==> config.mk <==
export PLATFORM = sky130hd
export DESIGN_NAME = pif_irq
export DESIGN_NICKNAME = d
export VERILOG_FILES = /design/src/pif_pkg.sv /design/src/pif_irq.sv
export VERILOG_INCLUDE_DIRS = /design/src
export SDC_FILE = /design/constraint.sdc
export NUM_CORES = 1
export LEC_CHECK = 0
export ABC_AREA = 1
export BUFFER_PORTS_ARGS = -buffer_cell sky130_fd_sc_hd__buf_2
export CAP_MARGIN = 0
export CORE_ASPECT_RATIO = 1.2
export CORE_MARGIN = 2
export CORE_UTILIZATION = 50
export CTS_CLUSTER_DIAMETER = 120
export DETAILED_ROUTE_END_ITERATION = 10
export HOLD_SLACK_MARGIN = 0.05
export PLACE_DENSITY = 0.81
export RECOVER_POWER = 100
export SYNTH_ARGS = -nofsm -noshare
export SYNTH_HDL_FRONTEND = slang
export SYNTH_SLANG_ARGS = --single-unit
==> constraint.sdc <==
create_clock -name pclk -period 1.1 [get_ports pclk]
set_input_delay 0.22 -clock pclk [delete_from_list [all_inputs] [get_ports pclk]]
set_output_delay 0.22 -clock pclk [all_outputs]
set_load 0.01 [all_outputs]
==> src/pif_consts.svh <==
// Notes on behaviour
// - flags set regardless of enable1 and enable2, but only while clk_en is high
// - no request without peripheral gate set; only core_irq is gated, irq ignores both gates
// - enable2 bit 0 gates capcmp2 request
// - enable2 bits 7..1 read zero, ignore writes
// - converter flag sets on done, sticky
// - rx flag follows buffer full, read-only
// - tx flag follows buffer empty, read-only
// - sync port flag sticky until cleared
// - capcmp1 flag on capture or compare
// - timer2 flag on period match, sticky
// - timer1 flag on overflow, sticky
// - timer1 rollover raises overflow flag
`ifndef PIF_CONSTS_SVH
`define PIF_CONSTS_SVH
`define PIF_OFF_FLAGS1 12'h000
`define PIF_OFF_ENABLE1 12'h004
`define PIF_OFF_ENABLE2 12'h008
`define PIF_OFF_CONTROL 12'h00C
`define PIF_OFF_STATUS 12'h010
`define PIF_OFF_CLEAR 12'h014
`define PIF_OFF_IRQEN 12'h018
`define PIF_BIT_GATE 7
`define PIF_BIT_CONV 6
`define PIF_BIT_RX 5
`define PIF_BIT_TX 4
`define PIF_BIT_SYNC 3
`define PIF_BIT_CC1 2
`define PIF_BIT_T2 1
`define PIF_BIT_T1 0
`define PIF_BIT_CC2 0
`define PIF_BIT_PGATE 6
`define PIF_BIT_GGATE 7
`define PIF_SW_MASK 8'hCF
`define PIF_RST_BYTE 8'h00
`endif

==> src/pif_pkg.sv <==
package pif_pkg;
    typedef struct packed {
        logic timer1_gate;
        logic converter_done;
        logic sync_port_done;
        logic capcmp1_event;
        logic timer2_match;
        logic timer1_tick;
        logic capcmp2_event;
    } pif_events_t;
    typedef struct packed {
        logic rx_full;
        logic tx_empty;
    } pif_levels_t;
    typedef enum logic [1:0] {
        PIF_CC_CAPTURE = 2'h0,
        PIF_CC_COMPARE = 2'h1,
        PIF_CC_PWM = 2'h3
    } pif_ccmode_t;
endpackage : pif_pkg

==> src/pif_irq.sv <==
`timescale 1ns/1ps
`default_nettype none
`include "pif_consts.svh"
module pif_irq #(
    parameter int TIMER1_WIDTH = 16
) (
    // clock, reset, enable
    input wire logic pclk,
    input wire logic presetn,
    input wire logic clk_en,
    // apb slave
    input wire logic psel,
    input wire logic penable,
    input wire logic pwrite,
    input wire logic [11:0] paddr,
    input wire logic [31:0] pwdata,
    output logic [31:0] prdata,
    output logic pready,
    output logic pslverr,
    // peripheral events, same clock
    input wire pif_pkg::pif_events_t events,
    input wire pif_pkg::pif_levels_t levels,
    input wire pif_pkg::pif_ccmode_t cc_mode,
    input wire logic [TIMER1_WIDTH-1:0] timer1_count,
    // serial data register accesses by the core
    input wire logic rx_data_read,
    input wire logic tx_data_write,
    // requests
    output logic core_irq,
    output logic irq
);
    logic [7:0] flags_q;
    logic [7:0] enable1_q;
    logic enable2_q;
    logic [1:0] control_q;
    logic [7:0] status_q;
    logic [7:0] irqen_q;
    logic [TIMER1_WIDTH-1:0] t1_prev_q;
    logic rx_q;
    logic tx_q;
    logic cc2_pend_q;
    logic [7:0] set_vec;
    logic wr_acc;
    logic rd_acc;
    logic [7:0] wbyte;
    logic t1_roll;
    logic cc1_hit;
    logic req_d;
    logic [7:0] ev_vec;

    function automatic logic is_addr(input logic [11:0] a, input logic [11:0] off);
        is_addr = (a == off);
    endfunction : is_addr

    // apb access decode, zero wait states
    assign wr_acc = clk_en && psel && penable && pwrite;
    assign rd_acc = clk_en && psel && penable && !pwrite;
    assign wbyte = pwdata[7:0];

    // rollover from all ones to zero
    assign t1_roll = (&t1_prev_q) && (timer1_count == '0);
    // pwm mode leaves capcmp1 unused
    assign cc1_hit = events.capcmp1_event && (cc_mode != pif_pkg::PIF_CC_PWM);

    // hardware set vector, independent of enables
    always_comb begin
        set_vec = 8'h00;
        set_vec[`PIF_BIT_GATE] = events.timer1_gate;
        set_vec[`PIF_BIT_CONV] = events.converter_done;
        set_vec[`PIF_BIT_SYNC] = events.sync_port_done;
        set_vec[`PIF_BIT_CC1] = cc1_hit;
        set_vec[`PIF_BIT_T2] = events.timer2_match;
        set_vec[`PIF_BIT_T1] = events.timer1_tick || t1_roll;
    end

    // previous timer1 value for rollover detect
    always_ff @(posedge pclk or negedge presetn) begin
        if (!presetn) begin
            t1_prev_q <= '0;
        end else if (clk_en) begin
            t1_prev_q <= timer1_count;
        end
    end

    // sticky flags; set wins over a software write of zero
    always_ff @(posedge pclk or negedge presetn) begin
        if (!presetn) begin
            flags_q <= `PIF_RST_BYTE;
        end else if (clk_en) begin
            if (wr_acc && is_addr(paddr, `PIF_OFF_FLAGS1)) begin
                flags_q <= (wbyte & `PIF_SW_MASK) | set_vec;
            end else begin
                flags_q <= flags_q | set_vec;
            end
        end
    end

    // rx/tx flags mirror the serial buffers; writes ignored
    always_ff @(posedge pclk or negedge presetn) begin
        if (!presetn) begin
            rx_q <= 1'b0;
            tx_q <= 1'b0;
        end else if (clk_en) begin
            rx_q <= levels.rx_full && !rx_data_read;
            tx_q <= levels.tx_empty && !tx_data_write;
        end
    end

    // capcmp2 has no flag here; keep a sticky pending bit
    always_ff @(posedge pclk or negedge presetn) begin
        if (!presetn) begin
            cc2_pend_q <= 1'b0;
        end else if (clk_en) begin
            if (events.capcmp2_event) begin
                cc2_pend_q <= 1'b1;
            end else if (wr_acc && is_addr(paddr, `PIF_OFF_ENABLE2) && pwdata[8]) begin
                cc2_pend_q <= 1'b0;
            end
        end
    end

    // enable and control registers
    always_ff @(posedge pclk or negedge presetn) begin
        if (!presetn) begin
            enable1_q <= `PIF_RST_BYTE;
            enable2_q <= 1'b0;
            control_q <= 2'h0;
            irqen_q <= `PIF_RST_BYTE;
        end else if (wr_acc) begin
            if (is_addr(paddr, `PIF_OFF_ENABLE1)) begin
                enable1_q <= wbyte;
            end
            if (is_addr(paddr, `PIF_OFF_ENABLE2)) begin
                enable2_q <= wbyte[`PIF_BIT_CC2];
            end
            if (is_addr(paddr, `PIF_OFF_CONTROL)) begin
                control_q <= {wbyte[`PIF_BIT_GGATE], wbyte[`PIF_BIT_PGATE]};
            end
            if (is_addr(paddr, `PIF_OFF_IRQEN)) begin
                irqen_q <= wbyte;
            end
        end
    end

    // full view of flags, rx/tx from the live mirrors
    logic [7:0] flags_view;
    always_comb begin
        flags_view = flags_q;
        flags_view[`PIF_BIT_RX] = rx_q;
        flags_view[`PIF_BIT_TX] = tx_q;
    end

    // gated request, both gates needed
    assign req_d = control_q[1] && control_q[0] &&
        (|(flags_view & enable1_q) || (cc2_pend_q && enable2_q));

    // event status for the block interrupt: any new set
    assign ev_vec = set_vec;

    always_ff @(posedge pclk or negedge presetn) begin
        if (!presetn) begin
            status_q <= `PIF_RST_BYTE;
        end else if (clk_en) begin
            if (wr_acc && is_addr(paddr, `PIF_OFF_CLEAR)) begin
                status_q <= (status_q & ~wbyte) | ev_vec;
            end else begin
                status_q <= status_q | ev_vec;
            end
        end
    end

    // registered outputs
    always_ff @(posedge pclk or negedge presetn) begin
        if (!presetn) begin
            core_irq <= 1'b0;
            irq <= 1'b0;
        end else if (clk_en) begin
            core_irq <= req_d;
            irq <= |(status_q & irqen_q);
        end
    end

    // read mux, registered in setup phase
    always_ff @(posedge pclk or negedge presetn) begin
        if (!presetn) begin
            prdata <= 32'h0000_0000;
            pready <= 1'b0;
            pslverr <= 1'b0;
        end else if (clk_en) begin
            pready <= psel && !penable;
            pslverr <= 1'b0;
            prdata <= 32'h0000_0000;
            if (psel && !penable) begin
                case (paddr)
                    `PIF_OFF_FLAGS1: prdata <= {24'h00_0000, flags_view};
                    `PIF_OFF_ENABLE1: prdata <= {24'h00_0000, enable1_q};
                    `PIF_OFF_ENABLE2: prdata <= {31'h0000_0000, enable2_q};
                    `PIF_OFF_CONTROL: prdata <= {24'h00_0000, control_q, 6'h00};
                    `PIF_OFF_STATUS: prdata <= {24'h00_0000, status_q};
                    `PIF_OFF_IRQEN: prdata <= {24'h00_0000, irqen_q};
                    `PIF_OFF_CLEAR: prdata <= 32'h0000_0000;
                    default: pslverr <= 1'b1;
                endcase
            end
        end
    end

    // assertions: hardware sets while clk_en is high, independent of the enable registers
    a_flag_set_sticks: assert property (@(posedge pclk) disable iff (!presetn)
        (clk_en && events.converter_done) |=> flags_q[`PIF_BIT_CONV])
        else $error("converter flag not set");
    a_sync_flag_set: assert property (@(posedge pclk) disable iff (!presetn)
        (clk_en && events.sync_port_done) |=> flags_q[`PIF_BIT_SYNC])
        else $error("sync flag not set");
    a_t2_flag_set: assert property (@(posedge pclk) disable iff (!presetn)
        (clk_en && events.timer2_match) |=> flags_q[`PIF_BIT_T2])
        else $error("timer2 flag not set");
    a_roll_sets_t1: assert property (@(posedge pclk) disable iff (!presetn)
        (clk_en && t1_roll) |=> flags_q[`PIF_BIT_T1])
        else $error("rollover missed");
    a_gate_flag_set: assert property (@(posedge pclk) disable iff (!presetn)
        (clk_en && events.timer1_gate) |=> flags_q[`PIF_BIT_GATE])
        else $error("gate flag not set");
    a_tick_sets_t1: assert property (@(posedge pclk) disable iff (!presetn)
        (clk_en && events.timer1_tick) |=> flags_q[`PIF_BIT_T1])
        else $error("timer1 flag not set");
    a_cc1_event_set: assert property (@(posedge pclk) disable iff (!presetn)
        (clk_en && events.capcmp1_event && cc_mode != pif_pkg::PIF_CC_PWM)
        |=> flags_q[`PIF_BIT_CC1])
        else $error("capcmp1 flag not set");
    a_pwm_no_cc1: assert property (@(posedge pclk) disable iff (!presetn)
        (clk_en && cc_mode == pif_pkg::PIF_CC_PWM && !flags_q[`PIF_BIT_CC1]
         && !(wr_acc && paddr == `PIF_OFF_FLAGS1)) |=> !flags_q[`PIF_BIT_CC1])
        else $error("capcmp1 set in pwm mode");
    a_set_beats_clr: assert property (@(posedge pclk) disable iff (!presetn)
        (wr_acc && paddr == `PIF_OFF_FLAGS1 && events.timer2_match)
        |=> flags_q[`PIF_BIT_T2])
        else $error("clear won over set");
    a_cc2_pend_set: assert property (@(posedge pclk) disable iff (!presetn)
        (clk_en && events.capcmp2_event) |=> cc2_pend_q)
        else $error("capcmp2 pending not set");

    // assertions: a flag only falls through a software write
    a_flags_stick: assert property (@(posedge pclk) disable iff (!presetn)
        (clk_en && !(wr_acc && paddr == `PIF_OFF_FLAGS1))
        |=> (flags_q & $past(flags_q)) == $past(flags_q))
        else $error("flag dropped without a write");
    a_conv_sw_clear: assert property (@(posedge pclk) disable iff (!presetn)
        (wr_acc && paddr == `PIF_OFF_FLAGS1 && !pwdata[`PIF_BIT_CONV]
         && !events.converter_done) |=> !flags_q[`PIF_BIT_CONV])
        else $error("converter flag not cleared");
    a_sync_sw_clear: assert property (@(posedge pclk) disable iff (!presetn)
        (wr_acc && paddr == `PIF_OFF_FLAGS1 && !pwdata[`PIF_BIT_SYNC]
         && !events.sync_port_done) |=> !flags_q[`PIF_BIT_SYNC])
        else $error("sync flag not cleared");
    a_cc1_sw_clear: assert property (@(posedge pclk) disable iff (!presetn)
        (wr_acc && paddr == `PIF_OFF_FLAGS1 && !pwdata[`PIF_BIT_CC1]
         && !events.capcmp1_event) |=> !flags_q[`PIF_BIT_CC1])
        else $error("capcmp1 flag not cleared");
    a_t2_sw_clear: assert property (@(posedge pclk) disable iff (!presetn)
        (wr_acc && paddr == `PIF_OFF_FLAGS1 && !pwdata[`PIF_BIT_T2]
         && !events.timer2_match) |=> !flags_q[`PIF_BIT_T2])
        else $error("timer2 flag not cleared");
    a_t1_sw_clear: assert property (@(posedge pclk) disable iff (!presetn)
        (wr_acc && paddr == `PIF_OFF_FLAGS1 && !pwdata[`PIF_BIT_T1]
         && !events.timer1_tick && !t1_roll) |=> !flags_q[`PIF_BIT_T1])
        else $error("timer1 flag not cleared");

    // assertions: read-only serial mirrors
    a_rx_read_clears: assert property (@(posedge pclk) disable iff (!presetn)
        (clk_en && rx_data_read) |=> !rx_q)
        else $error("rx flag not cleared on read");
    a_tx_write_clears: assert property (@(posedge pclk) disable iff (!presetn)
        (clk_en && tx_data_write) |=> !tx_q)
        else $error("tx flag not cleared on write");
    a_rx_full_sets: assert property (@(posedge pclk) disable iff (!presetn)
        (clk_en && levels.rx_full && !rx_data_read) |=> rx_q)
        else $error("rx flag missed a full buffer");
    a_rx_empty_off: assert property (@(posedge pclk) disable iff (!presetn)
        (clk_en && !levels.rx_full) |=> !rx_q)
        else $error("rx flag high with buffer not full");
    a_tx_empty_sets: assert property (@(posedge pclk) disable iff (!presetn)
        (clk_en && levels.tx_empty && !tx_data_write) |=> tx_q)
        else $error("tx flag missed an empty buffer");
    a_tx_full_off: assert property (@(posedge pclk) disable iff (!presetn)
        (clk_en && !levels.tx_empty) |=> !tx_q)
        else $error("tx flag high with buffer full");

    // assertions: enables, gates and the core request
    a_gate_blocks_req: assert property (@(posedge pclk) disable iff (!presetn)
        (clk_en && !control_q[0]) |=> !core_irq)
        else $error("request passed with gate closed");
    a_ggate_blocks_req: assert property (@(posedge pclk) disable iff (!presetn)
        (clk_en && !control_q[1]) |=> !core_irq)
        else $error("request passed with global gate closed");
    a_req_when_on: assert property (@(posedge pclk) disable iff (!presetn)
        (clk_en && control_q == 2'h3 && |(flags_view & enable1_q)) |=> core_irq)
        else $error("enabled flag gave no request");
    a_idle_no_req: assert property (@(posedge pclk) disable iff (!presetn)
        (clk_en && flags_view == 8'h00 && !cc2_pend_q) |=> !core_irq)
        else $error("request with nothing pending");
    a_cc2_gated: assert property (@(posedge pclk) disable iff (!presetn)
        (clk_en && !enable2_q && flags_view == 8'h00) |=> !core_irq)
        else $error("capcmp2 request while disabled");
    a_en2_one_bit: assert property (@(posedge pclk) disable iff (!presetn)
        (wr_acc && paddr == `PIF_OFF_ENABLE2) |=> enable2_q == $past(pwdata[`PIF_BIT_CC2]))
        else $error("enable2 write did not land");
    a_en2_upper_zero: assert property (@(posedge pclk) disable iff (!presetn)
        (pready && psel && paddr == `PIF_OFF_ENABLE2) |-> prdata[31:1] == 31'h0000_0000)
        else $error("enable2 upper bits nonzero");
    a_en1_write_lands: assert property (@(posedge pclk) disable iff (!presetn)
        (wr_acc && paddr == `PIF_OFF_ENABLE1) |=> enable1_q == $past(pwdata[7:0]))
        else $error("enable1 write did not land");
    a_read_keeps_cfg: assert property (@(posedge pclk) disable iff (!presetn)
        rd_acc |=> $stable(enable1_q) && $stable(control_q) && $stable(irqen_q))
        else $error("read changed a control register");

    // assertions: status, irq, bus answer and clock enable
    a_status_sticky: assert property (@(posedge pclk) disable iff (!presetn)
        (clk_en && !(wr_acc && paddr == `PIF_OFF_CLEAR))
        |=> (status_q & $past(status_q)) == $past(status_q))
        else $error("status bit dropped without a clear");
    a_clr_drops_status: assert property (@(posedge pclk) disable iff (!presetn)
        (wr_acc && paddr == `PIF_OFF_CLEAR && ev_vec == 8'h00)
        |=> (status_q & $past(pwdata[7:0])) == 8'h00)
        else $error("status bit survived its clear");
    a_irq_follows: assert property (@(posedge pclk) disable iff (!presetn)
        (clk_en && |(status_q & irqen_q)) |=> irq)
        else $error("enabled status gave no irq");
    a_irq_masked: assert property (@(posedge pclk) disable iff (!presetn)
        (clk_en && irqen_q == 8'h00) |=> !irq)
        else $error("irq with every source masked");
    a_pready_pulse: assert property (@(posedge pclk) disable iff (!presetn)
        (clk_en && pready) |=> !pready)
        else $error("pready held past the access cycle");
    a_err_with_ready: assert property (@(posedge pclk) disable iff (!presetn)
        pslverr |-> pready)
        else $error("pslverr without pready");
    a_idle_rdata_zero: assert property (@(posedge pclk) disable iff (!presetn)
        !pready |-> prdata == 32'h0000_0000)
        else $error("read data outside the access cycle");
    a_freeze_flags: assert property (@(posedge pclk) disable iff (!presetn)
        !clk_en |=> $stable(flags_q) && $stable(status_q) && $stable(cc2_pend_q))
        else $error("state moved with clock enable low");
    a_freeze_outs: assert property (@(posedge pclk) disable iff (!presetn)
        !clk_en |=> $stable(core_irq) && $stable(irq) && $stable(pready))
        else $error("output moved with clock enable low");
endmodule : pif_irq
`default_nettype wire

Word-level counts from Yosys, hierarchy flattened
Cells that the tools add are included.
- equal/unequal tests: 7
- multiplexer cells: 8
- bitwise logic cells: 8
- reductions and logical operators: 32
- operators with widths (cell ; number):
    $pmux W8 S6 ; 1
    $eq A12 B5 Y1 const B ; 3
    $or A8 B8 Y8 ; 4
    $and A8 B8 Y8 ; 3
    $eq A12 B4 Y1 const B ; 2
    $mux W8 ; 3
    $logic_not A16 Y1 ; 1
    $reduce_and A16 Y1 ; 1
    $reduce_or A8 Y1 ; 2
    $logic_and A1 B1 Y1 ; 15
    $eq A12 B3 Y1 const B ; 1
    $logic_not A12 Y1 ; 1
    $reduce_and A2 Y1 ; 5
    $not A8 Y8 ; 1
    $reduce_or A7 Y1 ; 1
    $mux W1 ; 4
    $logic_not A1 Y1 ; 3
    $logic_or A1 B1 Y1 ; 2
    $ne A2 B2 Y1 const B ; 1
    $reduce_bool A2 Y1 ; 1
- register bits after elaboration: 90
- bits of input ports: 79
- output and inout bits: 36
- logic and storage cells: 70

Logic depth before layout (Yosys ltp)
- depth in word-level cells: 7
- gate-level depth with buffers: 10
- gate-level depth less buffers: 9

Worst setup path before layout
No wires, ideal clock.
- path type: in2reg
- start: in paddr[11]
- end: reg irqen_q[2]
- setup time: 119 ps
- arrival: 1090 ps
- required time: 981 ps
- setup slack: -109 ps
- cell stages on the path: 8
- path buffers: 1
- cells stage by stage: nor2_1 > nand2_2 > nor2_2 > nand2_1 > nor2_4 > buf_4 > nand2_1 > o21a_1
- word-level cells in the longest chain between the ends: 2
- RTL lines (what ; RTL line ; text):
    from (decl) ; pif_irq.sv:15 ; input wire logic [11:0] paddr,
    $eq A12 B5 Y1 ; pif_irq.sv:52 ; is_addr = (a == off);
    $reduce_and A2 Y1 (no line) ; -- ;
    to (signal assigned) ; pif_irq.sv:128 ; irqen_q <= `PIF_RST_BYTE;
    to (signal assigned) ; pif_irq.sv:140 ; irqen_q <= wbyte;
    to (decl) ; pif_irq.sv:37 ; logic [7:0] irqen_q;
Every way passes these cells.
A chain may end at the register's enable or synchronous reset.

Final worst setup path
- start: in paddr[5]
- end: reg enable1_q[0]
- word-level cells in the longest chain between the ends: 2
- RTL lines (what ; RTL line ; text):
    $eq A12 B3 Y1 ; pif_irq.sv:52 ;
    $reduce_and A2 Y1 (no line) ; -- ;
    to (signal assigned) ; pif_irq.sv:125 ; enable1_q <= `PIF_RST_BYTE;
    to (signal assigned) ; pif_irq.sv:131 ; enable1_q <= wbyte;
    to (decl) ; pif_irq.sv:33 ; logic [7:0] enable1_q;
Every way passes these cells.

==> run_results.csv <==
group,metric,value,unit
status,status,"finished with violations",
status,violations,"negative setup slack",
final_layout,diodes,0,
placement,gp_congestion,0.953,
final_layout,area_delta_synth_final,26.6,%
placement,port_buffers,67,
global_route,antenna_found_initial,0,
route,ant_nets,0,
pwr,max-vdd-ir-drop,0.997,mV
yosys,synthArstFlopShare,1.00,
route,drt_wl_total,8450,um
yosys,synthTopCellsByCount,"nand2_1 (143), dfrtp_1 (64), nand3_1 (50)",
run,drv_cap,0,
yosys,ys_top_cells_by_area,"dfrtp_1 (48%), nand2_1 (16%), nand3_1 (7.5%)",
sta,fin_crit_sh,1.02,
clocking,tritoncts,"built",
route,drtIter0Drc,243,
sta,finClkSkew,0.00483,ns
critical_path,critPathLaunch,"paddr[5]",
yosys,synth_edf_count,0,
die,row_count,32,
clocking,cts_buffers,9,
clocking,path_clk_slew,0.07,ns
sta,fin_ws,-0.0179,ns
yosys,synth_cell_types,30,
placement,dp.cells,584,
yosys,ys_seq_area_frac,0.478,
worst_hold_path,hp-start,"tx_data_write",
die,die-area,7370,sq um
die,die_y,93.7,um
yosys,synthCells,417,
route,wl_per_cell,13.9,um
final_layout,final_layout_size_suffix_gt1_frac,0.290,
die,start_util,0.520,
clocking,cts_buffer_depth,2,
pwr,p_leak,2.19,nW
yosys,avgSynthCellArea,8.03,sq um
pwr,design_power_total,4.86,mW
yosys,ys_ff_latch,64,
sta,tightest_slew,0.563,ns
global_route,grt_pass1_vias,2889,
clocking,htree_levels,3,
sta,finalCriticalPeriod,1.12,ns
final_layout,nets,599,
yosys,yosysWarnings,0,
sta,rsz0062_at_grt,"yes",
pwr,power_density,1150,nW/um^2
global_route,track_usage,0.228,
sta,max-slew-margin-rel,0.625,
sta,setup_violations,2,
route,first_pass_iters,6,
critical_path,cp-start-kind,"input port",
yosys,synth_area,3350,sq um
final_layout,fin_cells,606,
sta,timing_hold_violations_final,0,
route,via_per_inst,5.11,
clocking,numClockSinks,64,
worst_hold_path,hold_class,"input port to register",
clocking,clock_latency,0.33,ns
yosys,ys_dominant_reg_cell,"dfrtp_1",
yosys,yosys.area.top_type,"dfrtp_1",
critical_path,reg2reg_from,"t1_prev_q[13]",
sta,max_freq,895,MHz
clocking,cts_root_buffer,"clkbuf_8",
critical_path,cp_max_fo,7,
critical_path,cp_data_required_time,1.36,ns
yosys,yosysTopAreaCellShare,0.478,
global_route,grt_pass1_wl,13000,um
yosys,yosysMostFrequentCell,"nand2_1",
placement,dp_hpwl,6020,um
global_route,grt_start_max_net_pins,65,
route,drc_errors,0,
die,die_x,78.7,um
sta,drv_slew,0,
die,core-area,6450,sq um
global_route,grt-ovfl-total,0,
critical_path,cp.arrival,1.38,ns
die,io_pins,115,
sta,hold_slack,0.0786,ns
route,vias,3095,
critical_path,crit_type,"input port to register",
critical_path,critPathCaptureType,"register",
[report_power, final]
group / leakage, nW / internal, mW / total, mW / switching, mW
Clock: 0.0932 / 1.12 / 1.92 / 0.799
Combinational: 1.30 / 0.185 / 0.490 / 0.305
Sequential: 0.792 / 2.42 / 2.46 / 0.0351
Total: 2.19 / 3.73 / 4.86 / 1.14
[flip-flops by register name, indices dropped and copies added (netlist names)]
signal / count
enable2_q: 1
cc2_pend_q: 1
status_q: 8
flags_q: 6
rx_q: 1
control_q: 2
pslverr: 1
t1_prev_q: 16
enable1_q: 8
prdata: 8
irqen_q: 8
pready: 1
tx_q: 1
irq: 1
core_irq: 1
[layout by cell type, fill, tap and decap left out, types with 2 or more instances in the layout]
cell and instances:
nand2_1 134, dfrtp_1 64, buf_2 58, nand3_1 50, buf_4 32, conb_1 24
inv_1 23, o21ai_0 23, o21a_1 12, nor2_4 11, clkbuf_8 11, nand2_2 10
nand4_1 9, nor2_1 8, clkbuf_2 7, buf_6 6, o21ai_1 5, nor3_1 4
o211ai_1 4, nand2_4 2, inv_2 2, o21ai_2 2, a21boi_0 2, clkbuf_1 2
buf_12 2, clkbuf_4 2
[path summary, 6_finish.rpt]
kind | endpoint | slack [ns] | cells past startpoint
setup / recovery | enable1_q[0] | -0.02 | 8
hold / removal | tx_q | 0.08 | 2
setup reg to reg | status_q[0] | 0.05 | 7
hold reg to reg | t1_prev_q[6] | 0.47 | 2
max in group asynchronous | prdata[2] | 0.20 | 3
min in group asynchronous | t1_prev_q[5] | 0.50 | 3
[layout make-up]
type,instances,area [sq um]
Inverter,25,93.8
Timing Repair Buffer,110,706
Tap cell,85,106
Clock buffer,11,151
Multi-Input combinational cell,310,1550
Fill cell,563,2200
Sequential cell,64,1600
Clock inverter,1,30.0
[metrics by stage]
step	setup WS [ns]	TNS, ns	instance area, sq um	util
after floorplan	-0.0603	-0.387	3490	-
after global placement	-0.295	-9.94	3940	0.610
after detailed placement	-0.330	-11.87	3940	0.610
after CTS	-0.00595	-0.0146	4130	0.641
after global routing	-0.0624	-0.556	4240	0.658
final	-0.0179	-0.0219	4240	0.658
[critical path, cell delays in order]
cell and delay, ns:
clkbuf_2 0.13, nor2_4 0.11, nand2_1 0.09, nor2_4 0.18, nand2_2 0.11, nor2_4 0.14, clkbuf_2 0.24, o21a_1 0.17
[layer usage]
| metal | global-route usage | share of wire | vias to the layer above |
|---|---|---|---|
| li1 | - | - | 1521 |
| met1 | 0.292 | 0.42 | 1468 |
| met2 | 0.385 | 0.52 | 94 |
| met3 | 0.0317 | 0.047 | 12 |
| met4 | 0.104 | 0.022 | 0 |
| met5 | 0 | 0 | - |
[cell families (layout without fill, tap and decap cells)]
family / count (synthesis) / after routing / synth area share
flip-flops: 64 / 64 / 0.478
AO/OA/AOI/OAI: 53 / 53 / 0.0997
AND/OR/NAND/NOR: 233 / 233 / 0.309
buffers and inverters: 66 / 147 / 0.112
other: 1 / 24 / 0.00112
[what timing repair did]
item                                   in CTS  in global routing
hold buffers                                1                  0
buffers inserted                            0                  8
pin swaps                                   0                  9
setup endpoints to repair                   5                 37
cloned                                      0                  1
gates resized for setup                     1                 26
endpoints found under the hold margin      64                  0
No activity file was read; power rests on OpenSTA's default activity.
